<file path="src/gar_pkg.sv">
// Shared constants for the pin mux, antenna and strength block
package gar_pkg;
  // Register offsets
  localparam logic [6:0] REG_CTRL2 = 7'h08;
  localparam logic [6:0] REG_PIN0_CFG = 7'h0B;
  localparam logic [6:0] REG_PIN1_CFG = 7'h0C;
  localparam logic [6:0] REG_PIN2_CFG = 7'h0D;
  localparam logic [6:0] REG_IO_PORT = 7'h0E;
  localparam logic [6:0] REG_STRENGTH = 7'h26;
  localparam logic [6:0] REG_THRESHOLD = 7'h27;
  localparam logic [6:0] REG_DEV_STATUS = 7'h02;
  localparam logic [6:0] REG_IRQ_STATUS = 7'h04;
  // Reset values
  localparam logic [7:0] CTRL2_RST = 8'h00;
  localparam logic [7:0] PIN_CFG_RST = 8'h00;
  localparam logic [7:0] IO_PORT_RST = 8'h00;
  localparam logic [7:0] THRESHOLD_RST = 8'h00;
  localparam logic [7:0] STRENGTH_RST = 8'h00;
  // Field positions
  localparam int ANT_MODE_LSB = 5;
  localparam int PIN_FUNC_LSB = 0;
  localparam int PIN_PULLUP_BIT = 5;
  localparam int PIN_DRIVE_LSB = 6;
  localparam int STAT_EXT_IRQ_BIT = 0;
  localparam int STAT_CLEAR_CH_BIT = 4;
  // Pin function codes
  localparam logic [4:0] FN_DEFAULT = 5'h00;
  localparam logic [4:0] FN_EXT_IRQ_RISE = 5'h05;
  localparam logic [4:0] FN_TX_CLK = 5'h0A;
  localparam logic [4:0] FN_TX_DATA = 5'h0B;
  localparam logic [4:0] FN_CLEAR_CH = 5'h0E;
  localparam logic [4:0] FN_TX_RX_SWITCH = 5'h12;
  localparam logic [4:0] FN_ANT1 = 5'h17;
  localparam logic [4:0] FN_ANT2 = 5'h18;
  // Timing
  localparam int CLK_PERIOD_NS = 10;
  localparam int STRENGTH_UPDATE_NS = 10;
  localparam int STRENGTH_UPDATE_CYC =
    (STRENGTH_UPDATE_NS / CLK_PERIOD_NS) < 1 ? 1 : (STRENGTH_UPDATE_NS / CLK_PERIOD_NS);
  localparam logic [1:0] REFRESH_LAST_BIT = 2'h3;
  localparam int NUM_PINS = 3;
  typedef logic [1:0] gar_pin_idx_t;
endpackage

</file>
<file path="src/gar_link_if.sv">
// Pad-level link between the transceiver pins and the host board
`timescale 1ns/100ps
`default_nettype none
interface gar_link_if;
  logic [2:0] dev_o;
  logic [2:0] dev_oe;
  logic [2:0] dev_pu;
  logic [2:0] host_o;
  logic [2:0] host_oe;
  wire logic [2:0] pad;
  // Device drive wins, then host, then the pull-up, else low
  assign pad = (dev_oe & dev_o) | (~dev_oe & host_oe & host_o) | (~dev_oe & ~host_oe & dev_pu);
  modport dev (output dev_o, output dev_oe, output dev_pu, input host_o, input host_oe, input pad);
  modport host (output host_o, output host_oe, input dev_o, input dev_oe, input dev_pu, input pad);
endinterface
`default_nettype wire

</file>
<file path="src/gar_ant_div.sv">
// Antenna selection: fixed table modes and the diversity search
`timescale 1ns/100ps
`default_nettype none
module gar_ant_div (
  // Clock and reset
  input wire logic i_core_clk,
  input wire logic i_rst_n,
  // Mode and radio state
  input wire logic [2:0] i_mode,
  input wire logic i_active,
  input wire logic i_rx_entry,
  input wire logic i_preamble,
  input wire logic i_sample,
  input wire logic [7:0] i_strength,
  // Results
  output logic o_ant1,
  output logic o_ant2,
  output logic [7:0] o_best,
  output logic o_eval_done
);
  import gar_pkg::*;
  logic sel_q;
  logic probe_q;
  logic seen1_q;
  logic seen2_q;
  logic pre_q;
  logic done_q;
  logic [7:0] s1_q;
  logic [7:0] s2_q;
  logic [7:0] best_q;
  logic beacon;
  assign beacon = i_mode[1];

  // Alternate antennas while the preamble lasts; beacon keeps first sample only
  always_ff @(posedge i_core_clk or negedge i_rst_n) begin
    if (!i_rst_n) begin
      probe_q <= 1'b0;
      seen1_q <= 1'b0;
      seen2_q <= 1'b0;
      s1_q <= 8'h00;
      s2_q <= 8'h00;
    end else if (i_rx_entry) begin
      probe_q <= 1'b0;
      seen1_q <= 1'b0;
      seen2_q <= 1'b0;
      s1_q <= 8'h00;
      s2_q <= 8'h00;
    end else if (i_preamble && i_sample && i_mode[2]) begin
      probe_q <= ~probe_q;
      if (!probe_q && !(beacon && seen1_q)) begin
        seen1_q <= 1'b1;
        if (i_strength > s1_q) s1_q <= i_strength;
      end
      if (probe_q && !(beacon && seen2_q)) begin
        seen2_q <= 1'b1;
        if (i_strength > s2_q) s2_q <= i_strength;
      end
    end
  end

  // Decide at the end of the preamble and hold for rx and next tx
  always_ff @(posedge i_core_clk or negedge i_rst_n) begin
    if (!i_rst_n) begin
      pre_q <= 1'b0;
      sel_q <= 1'b0;
      best_q <= 8'h00;
      done_q <= 1'b0;
    end else begin
      pre_q <= i_preamble;
      done_q <= pre_q && !i_preamble;
      if (pre_q && !i_preamble) begin
        sel_q <= i_mode[2] ? (s2_q > s1_q) : 1'b0;
        best_q <= (s2_q > s1_q) ? s2_q : s1_q;
      end
    end
  end

  always_comb begin
    if (!i_active) begin
      o_ant1 = i_mode[2] ? i_mode[0] : i_mode[1];
      o_ant2 = o_ant1;
    end else if (!i_mode[2]) begin
      o_ant1 = i_mode[0];
      o_ant2 = ~i_mode[0];
    end else begin
      o_ant1 = i_preamble ? ~probe_q : ~sel_q;
      o_ant2 = ~o_ant1;
    end
  end
  assign o_best = best_q;
  assign o_eval_done = done_q;
endmodule
`default_nettype wire

</file>
<file path="src/gar_dev.sv">
// Transceiver end: pin mux, antenna control, strength readout
`timescale 1ns/100ps
`default_nettype none
module gar_dev (
  // Clock and reset
  input wire logic i_core_clk,
  input wire logic i_rst_n,
  // Pads
  gar_link_if.dev link,
  // Radio state
  input wire logic i_shutdown,
  input wire logic i_rx_state,
  input wire logic i_tx_state,
  input wire logic i_por,
  input wire logic i_mcu_clk,
  input wire logic i_direct_tx,
  input wire logic i_bit_tick,
  input wire logic i_preamble,
  input wire logic [7:0] i_strength_raw,
  // Register port
  input wire logic [6:0] i_reg_addr,
  input wire logic [7:0] i_reg_wdata,
  input wire logic i_reg_we,
  input wire logic i_reg_re,
  output logic [7:0] o_reg_rdata,
  // Status and direct data
  output logic o_ext_irq,
  output logic o_clear_channel,
  output logic o_tx_data,
  output logic o_tx_data_valid,
  output logic [5:0] o_pin_drive_strength
);
  import gar_pkg::*;
  logic [7:0] ctrl2_q;
  logic [7:0] cfg_q [NUM_PINS];
  logic [7:0] io_port_q;
  logic [7:0] thr_q;
  logic [7:0] strength_q;
  logic [7:0] rdata_q;
  logic [1:0] bit_cnt_q;
  logic [2:0] pad_in_q;
  logic [2:0] pad_o_q;
  logic [2:0] pad_oe_q;
  logic [2:0] pad_pu_q;
  logic ext_q;
  logic cc_q;
  logic tx_rx_switch_q;
  logic tx_clk_q;
  logic tx_data_q;
  logic tx_valid_q;
  logic active_q;
  logic rx_q;
  logic rx_entry;
  logic ant1;
  logic ant2;
  logic eval_done;
  logic [7:0] best;
  logic ext_edge;
  logic data_pad;
  logic [2:0] mux_o;
  logic [2:0] mux_oe;

  // Pin function table, returns {oe, level}
  function automatic logic [1:0] pin_mux(input logic [4:0] fn, input int pin,
                                         input logic [6:0] src);
    logic [1:0] r;
    r = 2'b00;
    unique case (fn)
      FN_DEFAULT: r = {1'b1, (pin == 0) ? src[0] : (pin == 1) ? ~src[0] : src[1]};
      FN_TX_CLK: r = {1'b1, src[2]};
      FN_ANT1: r = {1'b1, src[3]};
      FN_ANT2: r = {1'b1, src[4]};
      FN_TX_RX_SWITCH: r = {1'b1, src[5]};
      FN_CLEAR_CH: r = {1'b1, src[6]};
      default: r = 2'b00;
    endcase
    return r;
  endfunction
  function automatic logic pin_is(input logic [7:0] cfg, input logic [4:0] fn);
    return cfg[PIN_FUNC_LSB +: 5] == fn;
  endfunction
  assign rx_entry = i_rx_state && !rx_q;
  // Register writes
  always_ff @(posedge i_core_clk or negedge i_rst_n) begin
    if (!i_rst_n) begin
      ctrl2_q <= CTRL2_RST;
      for (int i = 0; i < NUM_PINS; i++) cfg_q[i] <= PIN_CFG_RST;
      io_port_q <= IO_PORT_RST;
      thr_q <= THRESHOLD_RST;
    end else if (i_reg_we) begin
      unique case (i_reg_addr)
        REG_CTRL2: ctrl2_q <= i_reg_wdata;
        REG_PIN0_CFG: cfg_q[0] <= i_reg_wdata;
        REG_PIN1_CFG: cfg_q[1] <= i_reg_wdata;
        REG_PIN2_CFG: cfg_q[2] <= i_reg_wdata;
        REG_IO_PORT: io_port_q <= i_reg_wdata;
        REG_THRESHOLD: thr_q <= i_reg_wdata;
        default: ;
      endcase
    end
  end

  // Strength sample taken once per four bit periods, in one cycle
  always_ff @(posedge i_core_clk or negedge i_rst_n) begin
    if (!i_rst_n) begin
      bit_cnt_q <= 2'h0;
      strength_q <= STRENGTH_RST;
    end else if (i_bit_tick) begin
      bit_cnt_q <= bit_cnt_q + 2'h1;
      if (bit_cnt_q == REFRESH_LAST_BIT) strength_q <= i_strength_raw;
    end
  end

  // Read data; reading interrupt status clears the external flag
  always_ff @(posedge i_core_clk or negedge i_rst_n) begin
    if (!i_rst_n) begin
      rdata_q <= 8'h00;
    end else if (i_reg_re) begin
      unique case (i_reg_addr)
        REG_CTRL2: rdata_q <= ctrl2_q;
        REG_PIN0_CFG: rdata_q <= cfg_q[0];
        REG_PIN1_CFG: rdata_q <= cfg_q[1];
        REG_PIN2_CFG: rdata_q <= cfg_q[2];
        REG_IO_PORT: rdata_q <= io_port_q;
        REG_STRENGTH: rdata_q <= strength_q;
        REG_THRESHOLD: rdata_q <= thr_q;
        REG_DEV_STATUS: rdata_q <= 8'(cc_q) << STAT_CLEAR_CH_BIT;
        REG_IRQ_STATUS: begin
          rdata_q <= (8'(ext_q) << STAT_EXT_IRQ_BIT) | (8'(cc_q) << STAT_CLEAR_CH_BIT);
        end
        default: rdata_q <= 8'h00;
      endcase
    end
  end

  // External interrupt edge; a new edge beats the read clear
  always_comb begin
    ext_edge = 1'b0;
    for (int i = 0; i < NUM_PINS; i++) begin
      if (pin_is(cfg_q[i], FN_EXT_IRQ_RISE) && link.pad[i] && !pad_in_q[i]) ext_edge = 1'b1;
    end
  end

  always_ff @(posedge i_core_clk or negedge i_rst_n) begin
    if (!i_rst_n) begin
      pad_in_q <= 3'h0;
      ext_q <= 1'b0;
    end else begin
      pad_in_q <= link.pad;
      if (ext_edge && !i_shutdown) ext_q <= 1'b1;
      else if (i_reg_re && i_reg_addr == REG_IRQ_STATUS) ext_q <= 1'b0;
    end
  end

  // Radio state tracking and switch drive
  always_ff @(posedge i_core_clk or negedge i_rst_n) begin
    if (!i_rst_n) begin
      rx_q <= 1'b0;
      active_q <= 1'b0;
      tx_rx_switch_q <= 1'b0;
    end else begin
      rx_q <= i_rx_state;
      active_q <= i_rx_state || i_tx_state;
      tx_rx_switch_q <= i_tx_state && !i_rx_state;
    end
  end

  gar_ant_div u_ant (
    .i_core_clk(i_core_clk),
    .i_rst_n(i_rst_n),
    .i_mode(ctrl2_q[ANT_MODE_LSB +: 3]),
    .i_active(active_q),
    .i_rx_entry(rx_entry),
    .i_preamble(i_preamble && i_rx_state),
    .i_sample(i_bit_tick),
    .i_strength(i_strength_raw),
    .o_ant1(ant1),
    .o_ant2(ant2),
    .o_best(best),
    .o_eval_done(eval_done)
  );

  // Clear channel decided after preamble; a decision beats the entry clear
  always_ff @(posedge i_core_clk or negedge i_rst_n) begin
    if (!i_rst_n) begin
      cc_q <= 1'b0;
    end else if (eval_done) begin
      cc_q <= best > thr_q;
    end else if (rx_entry) begin
      cc_q <= 1'b0;
    end
  end

  // Direct mode: clock toggles per bit tick, data caught at its rise
  always_comb begin
    data_pad = 1'b0;
    for (int i = 0; i < NUM_PINS; i++) begin
      if (pin_is(cfg_q[i], FN_TX_DATA)) data_pad = link.pad[i];
    end
  end

  always_ff @(posedge i_core_clk or negedge i_rst_n) begin
    if (!i_rst_n) begin
      tx_clk_q <= 1'b0;
      tx_data_q <= 1'b0;
      tx_valid_q <= 1'b0;
    end else begin
      tx_valid_q <= 1'b0;
      if (!i_direct_tx) begin
        tx_clk_q <= 1'b0;
      end else if (i_bit_tick) begin
        tx_clk_q <= ~tx_clk_q;
        if (!tx_clk_q) begin
          tx_data_q <= data_pad;
          tx_valid_q <= 1'b1;
        end
      end
    end
  end

  always_comb begin
    for (int i = 0; i < NUM_PINS; i++) begin
      {mux_oe[i], mux_o[i]} = pin_mux(cfg_q[i][PIN_FUNC_LSB +: 5], i,
                                      {cc_q, tx_rx_switch_q, ant2, ant1, tx_clk_q, i_mcu_clk, i_por});
    end
  end

  // Pads registered so they never glitch on a config write
  always_ff @(posedge i_core_clk or negedge i_rst_n) begin
    if (!i_rst_n) begin
      pad_o_q <= 3'h0;
      pad_oe_q <= 3'h7;
      pad_pu_q <= 3'h0;
    end else if (i_shutdown) begin
      pad_o_q <= 3'h0;
      pad_oe_q <= 3'h7;
      pad_pu_q <= 3'h0;
    end else begin
      pad_o_q <= mux_o;
      pad_oe_q <= mux_oe;
      for (int i = 0; i < NUM_PINS; i++) pad_pu_q[i] <= cfg_q[i][PIN_PULLUP_BIT];
    end
  end

  assign link.dev_o = pad_o_q;
  assign link.dev_oe = pad_oe_q;
  assign link.dev_pu = pad_pu_q;
  assign o_reg_rdata = rdata_q;
  assign o_ext_irq = ext_q;
  assign o_clear_channel = cc_q;
  assign o_tx_data = tx_data_q;
  assign o_tx_data_valid = tx_valid_q;
  assign o_pin_drive_strength = {cfg_q[2][PIN_DRIVE_LSB +: 2], cfg_q[1][PIN_DRIVE_LSB +: 2],
                                 cfg_q[0][PIN_DRIVE_LSB +: 2]};
endmodule
`default_nettype wire

</file>
<file path="src/flat_wrapper.sv">
// flat-port wrapper written by rule: the top's interface ports become plain ports
module gar_dev_flat import gar_pkg::*;
  (i_core_clk, i_rst_n, i_shutdown, i_rx_state, i_tx_state, i_por, i_mcu_clk, i_direct_tx, i_bit_tick, i_preamble, i_strength_raw, i_reg_addr, i_reg_wdata, i_reg_we, i_reg_re, o_reg_rdata, o_ext_irq, o_clear_channel, o_tx_data, o_tx_data_valid, o_pin_drive_strength, link_dev_o, link_dev_oe, link_dev_pu, link_host_o, link_host_oe);
  gar_link_if link_i ();
  input wire logic i_core_clk;
  input wire logic i_rst_n;
  input wire logic i_shutdown;
  input wire logic i_rx_state;
  input wire logic i_tx_state;
  input wire logic i_por;
  input wire logic i_mcu_clk;
  input wire logic i_direct_tx;
  input wire logic i_bit_tick;
  input wire logic i_preamble;
  input wire logic [7:0] i_strength_raw;
  input wire logic [6:0] i_reg_addr;
  input wire logic [7:0] i_reg_wdata;
  input wire logic i_reg_we;
  input wire logic i_reg_re;
  output logic [7:0] o_reg_rdata;
  output logic o_ext_irq;
  output logic o_clear_channel;
  output logic o_tx_data;
  output logic o_tx_data_valid;
  output logic [5:0] o_pin_drive_strength;
  output wire logic [$bits(link_i.dev_o)-1:0] link_dev_o;
  output wire logic [$bits(link_i.dev_oe)-1:0] link_dev_oe;
  output wire logic [$bits(link_i.dev_pu)-1:0] link_dev_pu;
  input wire logic [$bits(link_i.host_o)-1:0] link_host_o;
  input wire logic [$bits(link_i.host_oe)-1:0] link_host_oe;
  assign link_dev_o = link_i.dev_o;
  assign link_dev_oe = link_i.dev_oe;
  assign link_dev_pu = link_i.dev_pu;
  assign link_i.host_o = link_host_o;
  assign link_i.host_oe = link_host_oe;
  gar_dev u_core (.i_core_clk(i_core_clk), .i_rst_n(i_rst_n), .link(link_i), .i_shutdown(i_shutdown), .i_rx_state(i_rx_state), .i_tx_state(i_tx_state), .i_por(i_por), .i_mcu_clk(i_mcu_clk), .i_direct_tx(i_direct_tx), .i_bit_tick(i_bit_tick), .i_preamble(i_preamble), .i_strength_raw(i_strength_raw), .i_reg_addr(i_reg_addr), .i_reg_wdata(i_reg_wdata), .i_reg_we(i_reg_we), .i_reg_re(i_reg_re), .o_reg_rdata(o_reg_rdata), .o_ext_irq(o_ext_irq), .o_clear_channel(o_clear_channel), .o_tx_data(o_tx_data), .o_tx_data_valid(o_tx_data_valid), .o_pin_drive_strength(o_pin_drive_strength));
endmodule
</file>
<file path="config.mk">
export PLATFORM = sky130hd
export DESIGN_NAME = gar_dev_flat
export DESIGN_NICKNAME = d
export VERILOG_FILES = /design/src/gar_pkg.sv /design/src/gar_link_if.sv /design/src/gar_ant_div.sv /design/src/gar_dev.sv /design/src/flat_wrapper.sv
export SDC_FILE = /design/constraint.sdc
export NUM_CORES = 1
export LEC_CHECK = 0
export BUFFER_PORTS_ARGS = -buffer_cell sky130_fd_sc_hd__buf_4
export CAP_MARGIN = 20
export CORE_ASPECT_RATIO = 0.7
export CORE_UTILIZATION = 30
export DETAILED_ROUTE_END_ITERATION = 6
export PLACE_DENSITY = 0.49
export SLEW_MARGIN = 10
export SYNTH_ARGS = -nofsm -noshare
export SYNTH_HDL_FRONTEND = slang
export SYNTH_HIERARCHICAL = 1
export SYNTH_SLANG_ARGS = --single-unit
</file>
<file path="constraint.sdc">
create_clock -name i_core_clk -period 2.1 [get_ports i_core_clk]
set_input_delay 0.42 -clock i_core_clk [delete_from_list [all_inputs] [get_ports i_core_clk]]
set_output_delay 0.42 -clock i_core_clk [all_outputs]
set_load 0.02 [all_outputs]
</file>
==> impl_metrics.tcl <==
set metrics [dict create \
    outcome "complete, no violations" \
    ys.flop_type "dfrtp_1" \
    grt_overflow 0 \
    numCtsBuffers 17 \
    final_util 0.3951 \
    yosys_warnings 6 \
    grt_max_degree 57 \
    gp_congestion 0.8724 \
    ys_seq_area_frac 0.4311 \
    antenna_found_initial 0 \
    skew_ns 0.006994 \
    hold_ws_ns 0.2055 \
    die_w_um 181.2 \
    drc_errors 0 \
    cts-htree-levels 4 \
    layoutNonFillerInstCount 1028 \
    synth-edff-count 0 \
    leakagePower_nw 3.869 \
    powerDensity_nw_per_um2 791.8 \
    synthArstFlopShare 1.000 \
    antenna_cells 0 \
    finalSetupViolCount 0 \
    dp_hpwl_mm 14.98 \
    synthDistinctLibCells 70 \
    die-area_um2 23080 \
    cap_violations 0 \
    use_met1 0.2682 \
    critPathKind "reg -> reg" \
    place_ws_ns -0.1559 \
    clockBufferDepth 2 \
    viasPerCell 5.192 \
    endpoint_kind "flip-flop" \
    worstPathMaxFanout 8 \
    finalInstanceArea_um2 8631 \
    coreArea_um2 21850 \
    dpl_cell_area_um2 7879 \
    placed_cells 993 \
    initial_utilization 0.3086 \
    busiest_layer "met1" \
    wirelength_mm 19.78 \
    clk_pin_slew_ns 0.06 \
    grt_pass1_wl_mm 31.03 \
    max_freq_mhz 505.4 \
    final_cell_mix "dfrtp_1, buf_4, mux2_2" \
    cts_tree "done" \
    final_nets 807 \
    syn_nets 708 \
    dr.pass1.iters 5 \
    drive_gt1_frac 0.3378 \
    syn_avg_cell_area_um2 10.63 \
    grt_usage 0.1780 \
    power_mw 6.834 \
    area_growth_pct 28.03 \
    ir_drop_uv 582.4 \
    cts_sinks 116 \
    slew_viol_final 0 \
    layout_commonest_cell "dfrtp_1" \
    drtIter0Drc 357 \
    port_buffers 67 \
    maxSlewHeadroom 0.6933 \
    fin_crit_ns 1.978 \
    synth_seq_cells 116 \
    final_antenna_net_count 0 \
    dr_total_vias 5337 \
    grt_pass1_vias 5368 \
    fin_ws_ns 0.1216 \
    ctsRootBufferMaster "clkbuf_16" \
    synthCells 634 \
    use_met2 0.2466 \
    arrival_ns 2.31 \
    die_h_um 127.4 \
    hold_path.class "in -> reg" \
    rows 45 \
    tns_ns 0 \
    drt-wirelength-per-cell_um 19.24 \
    worst_pin_slew_ns 0.4559 \
    pin_count 68 \
    use_met3 0.04361 \
    startpoint_type "flip-flop" \
    hold_viol_final 0 \
    crit_required_ns 2.43 \
    synth_area_um2 6741 \
    finalCritPeriodShare 0.9421 \
    clock_latency_ns 0.41 \
]
==> synth_stat cells (8+ instances only) <==
cell type  count  area, um2
a21oi_1       31      155.2
a31oi_1       11      68.82
and3_1         9      56.30
buf_4          8      60.06
clkbuf_1      21      78.83
dfrtp_1      113       2828
ha_1          33      412.9
inv_1         29      108.9
mux2_2        67      754.5
mux2i_1       30      300.3
nand2_1       28      105.1
nand2b_1      27      168.9
nand3_1        8      40.04
nand3b_1      19      142.6
nand4_1       10      62.56
nor2_1        21      78.83
nor2b_1       25      156.4
nor3_1         8      40.04
o21ai_0       24      120.1
==> logic make-up (layout without fill, tap and decap cells) <==
| logic type | count (synthesis) | after routing | synth area share |
|---|---|---|---|
| and+or+nand+nor | 196 | 196 | 0.1813 |
| buffers and inverters | 67 | 179 | 0.04269 |
| adders and majority gates | 33 | 33 | 0.06125 |
| AOI/OAI and AO/OA | 118 | 118 | 0.1180 |
| muxes | 97 | 97 | 0.1565 |
| DFF | 116 | 116 | 0.4311 |
| xor gates and xnor gates | 7 | 7 | 0.009094 |
==> flip-flops by register name, summed over array words and instances, names as in the netlist, 2 cells and up <==
register / cells
u_core/bit_cnt_q: 2
u_core/cfg_q: 18
u_core/ctrl2_q: 8
u_core/io_port_q: 8
u_core/link.dev_o: 3
u_core/link.dev_oe: 3
u_core/link.dev_pu: 3
u_core/o_pin_drive_strength: 6
u_core/o_reg_rdata: 8
u_core/pad_in_q: 3
u_core/strength_q: 8
u_core/thr_q: 8
u_core/u_ant/o_best: 8
u_core/u_ant/s1_q: 8
u_core/u_ant/s2_q: 8
==> report_power, final <==
part	leakage [nW]	internal (mW)	switching [mW]
clock	0.290	1.97	1.09
sequential	1.54	2.48	0.204
combinational	2.04	0.549	0.548
==> per-layer routing <==
metal | vias to the layer above | routed length, um
met5 | - | 0
met4 | 0 | 259
met3 | 17 | 1235
met2 | 148 | 8083
met1 | 2674 | 10200
li1 | 2498 | -
==> what timing repair did <==
item                       CTS  global route
setup endpoints to repair    2            14
gates cloned                 0             0
setup buffers                0             2
gates resized for setup      1            18
hold endpoints to repair    25             0
pin swaps                    1             4
hold buffers                 1             0
==> area by class of cell <==
type                       count  area (um2)
timing repair buffer         118       988.4
clock inverter                10       146.4
inverter                      29       108.9
tap                          282       352.8
clock buffer                  22       474.2
fill                        2114       13220
sequential                   116        2908
multi-input combinational    451        3652
==> worst paths after layout <==
| check | to | start | slack, ns | depth (start not counted) |
|---|---|---|---|---|
| setup / recovery | u_core/u_ant/s1_q[3] | u_core/u_ant/s1_q[2] | 0.12 | 8 |
| max in group asynchronous | u_core/u_ant/s2_q[0] | i_rst_n | 0.94 | 3 |
| hold / removal | u_core/active_q | i_tx_state | 0.21 | 2 |
| min in group asynchronous | u_core/o_tx_data_valid | i_rst_n | 0.49 | 2 |
| setup reg to reg | u_core/u_ant/s1_q[3] | u_core/u_ant/s1_q[2] | 0.12 | 8 |
| hold reg to reg | u_core/bit_cnt_q[0] | u_core/bit_cnt_q[0] | 0.48 | 1 |
==> worst max-delay path, stage by stage, from the launching register on <==
cell and delay (ns):
dfrtp_1 0.40, inv_2 0.05, ha_1 0.29, nand4_1 0.16
nor2_4 0.07, a2111oi_4 0.30, o31a_1 0.24, buf_12 0.16
mux2i_2 0.21
No activity file was read; power rests on OpenSTA's default activity.
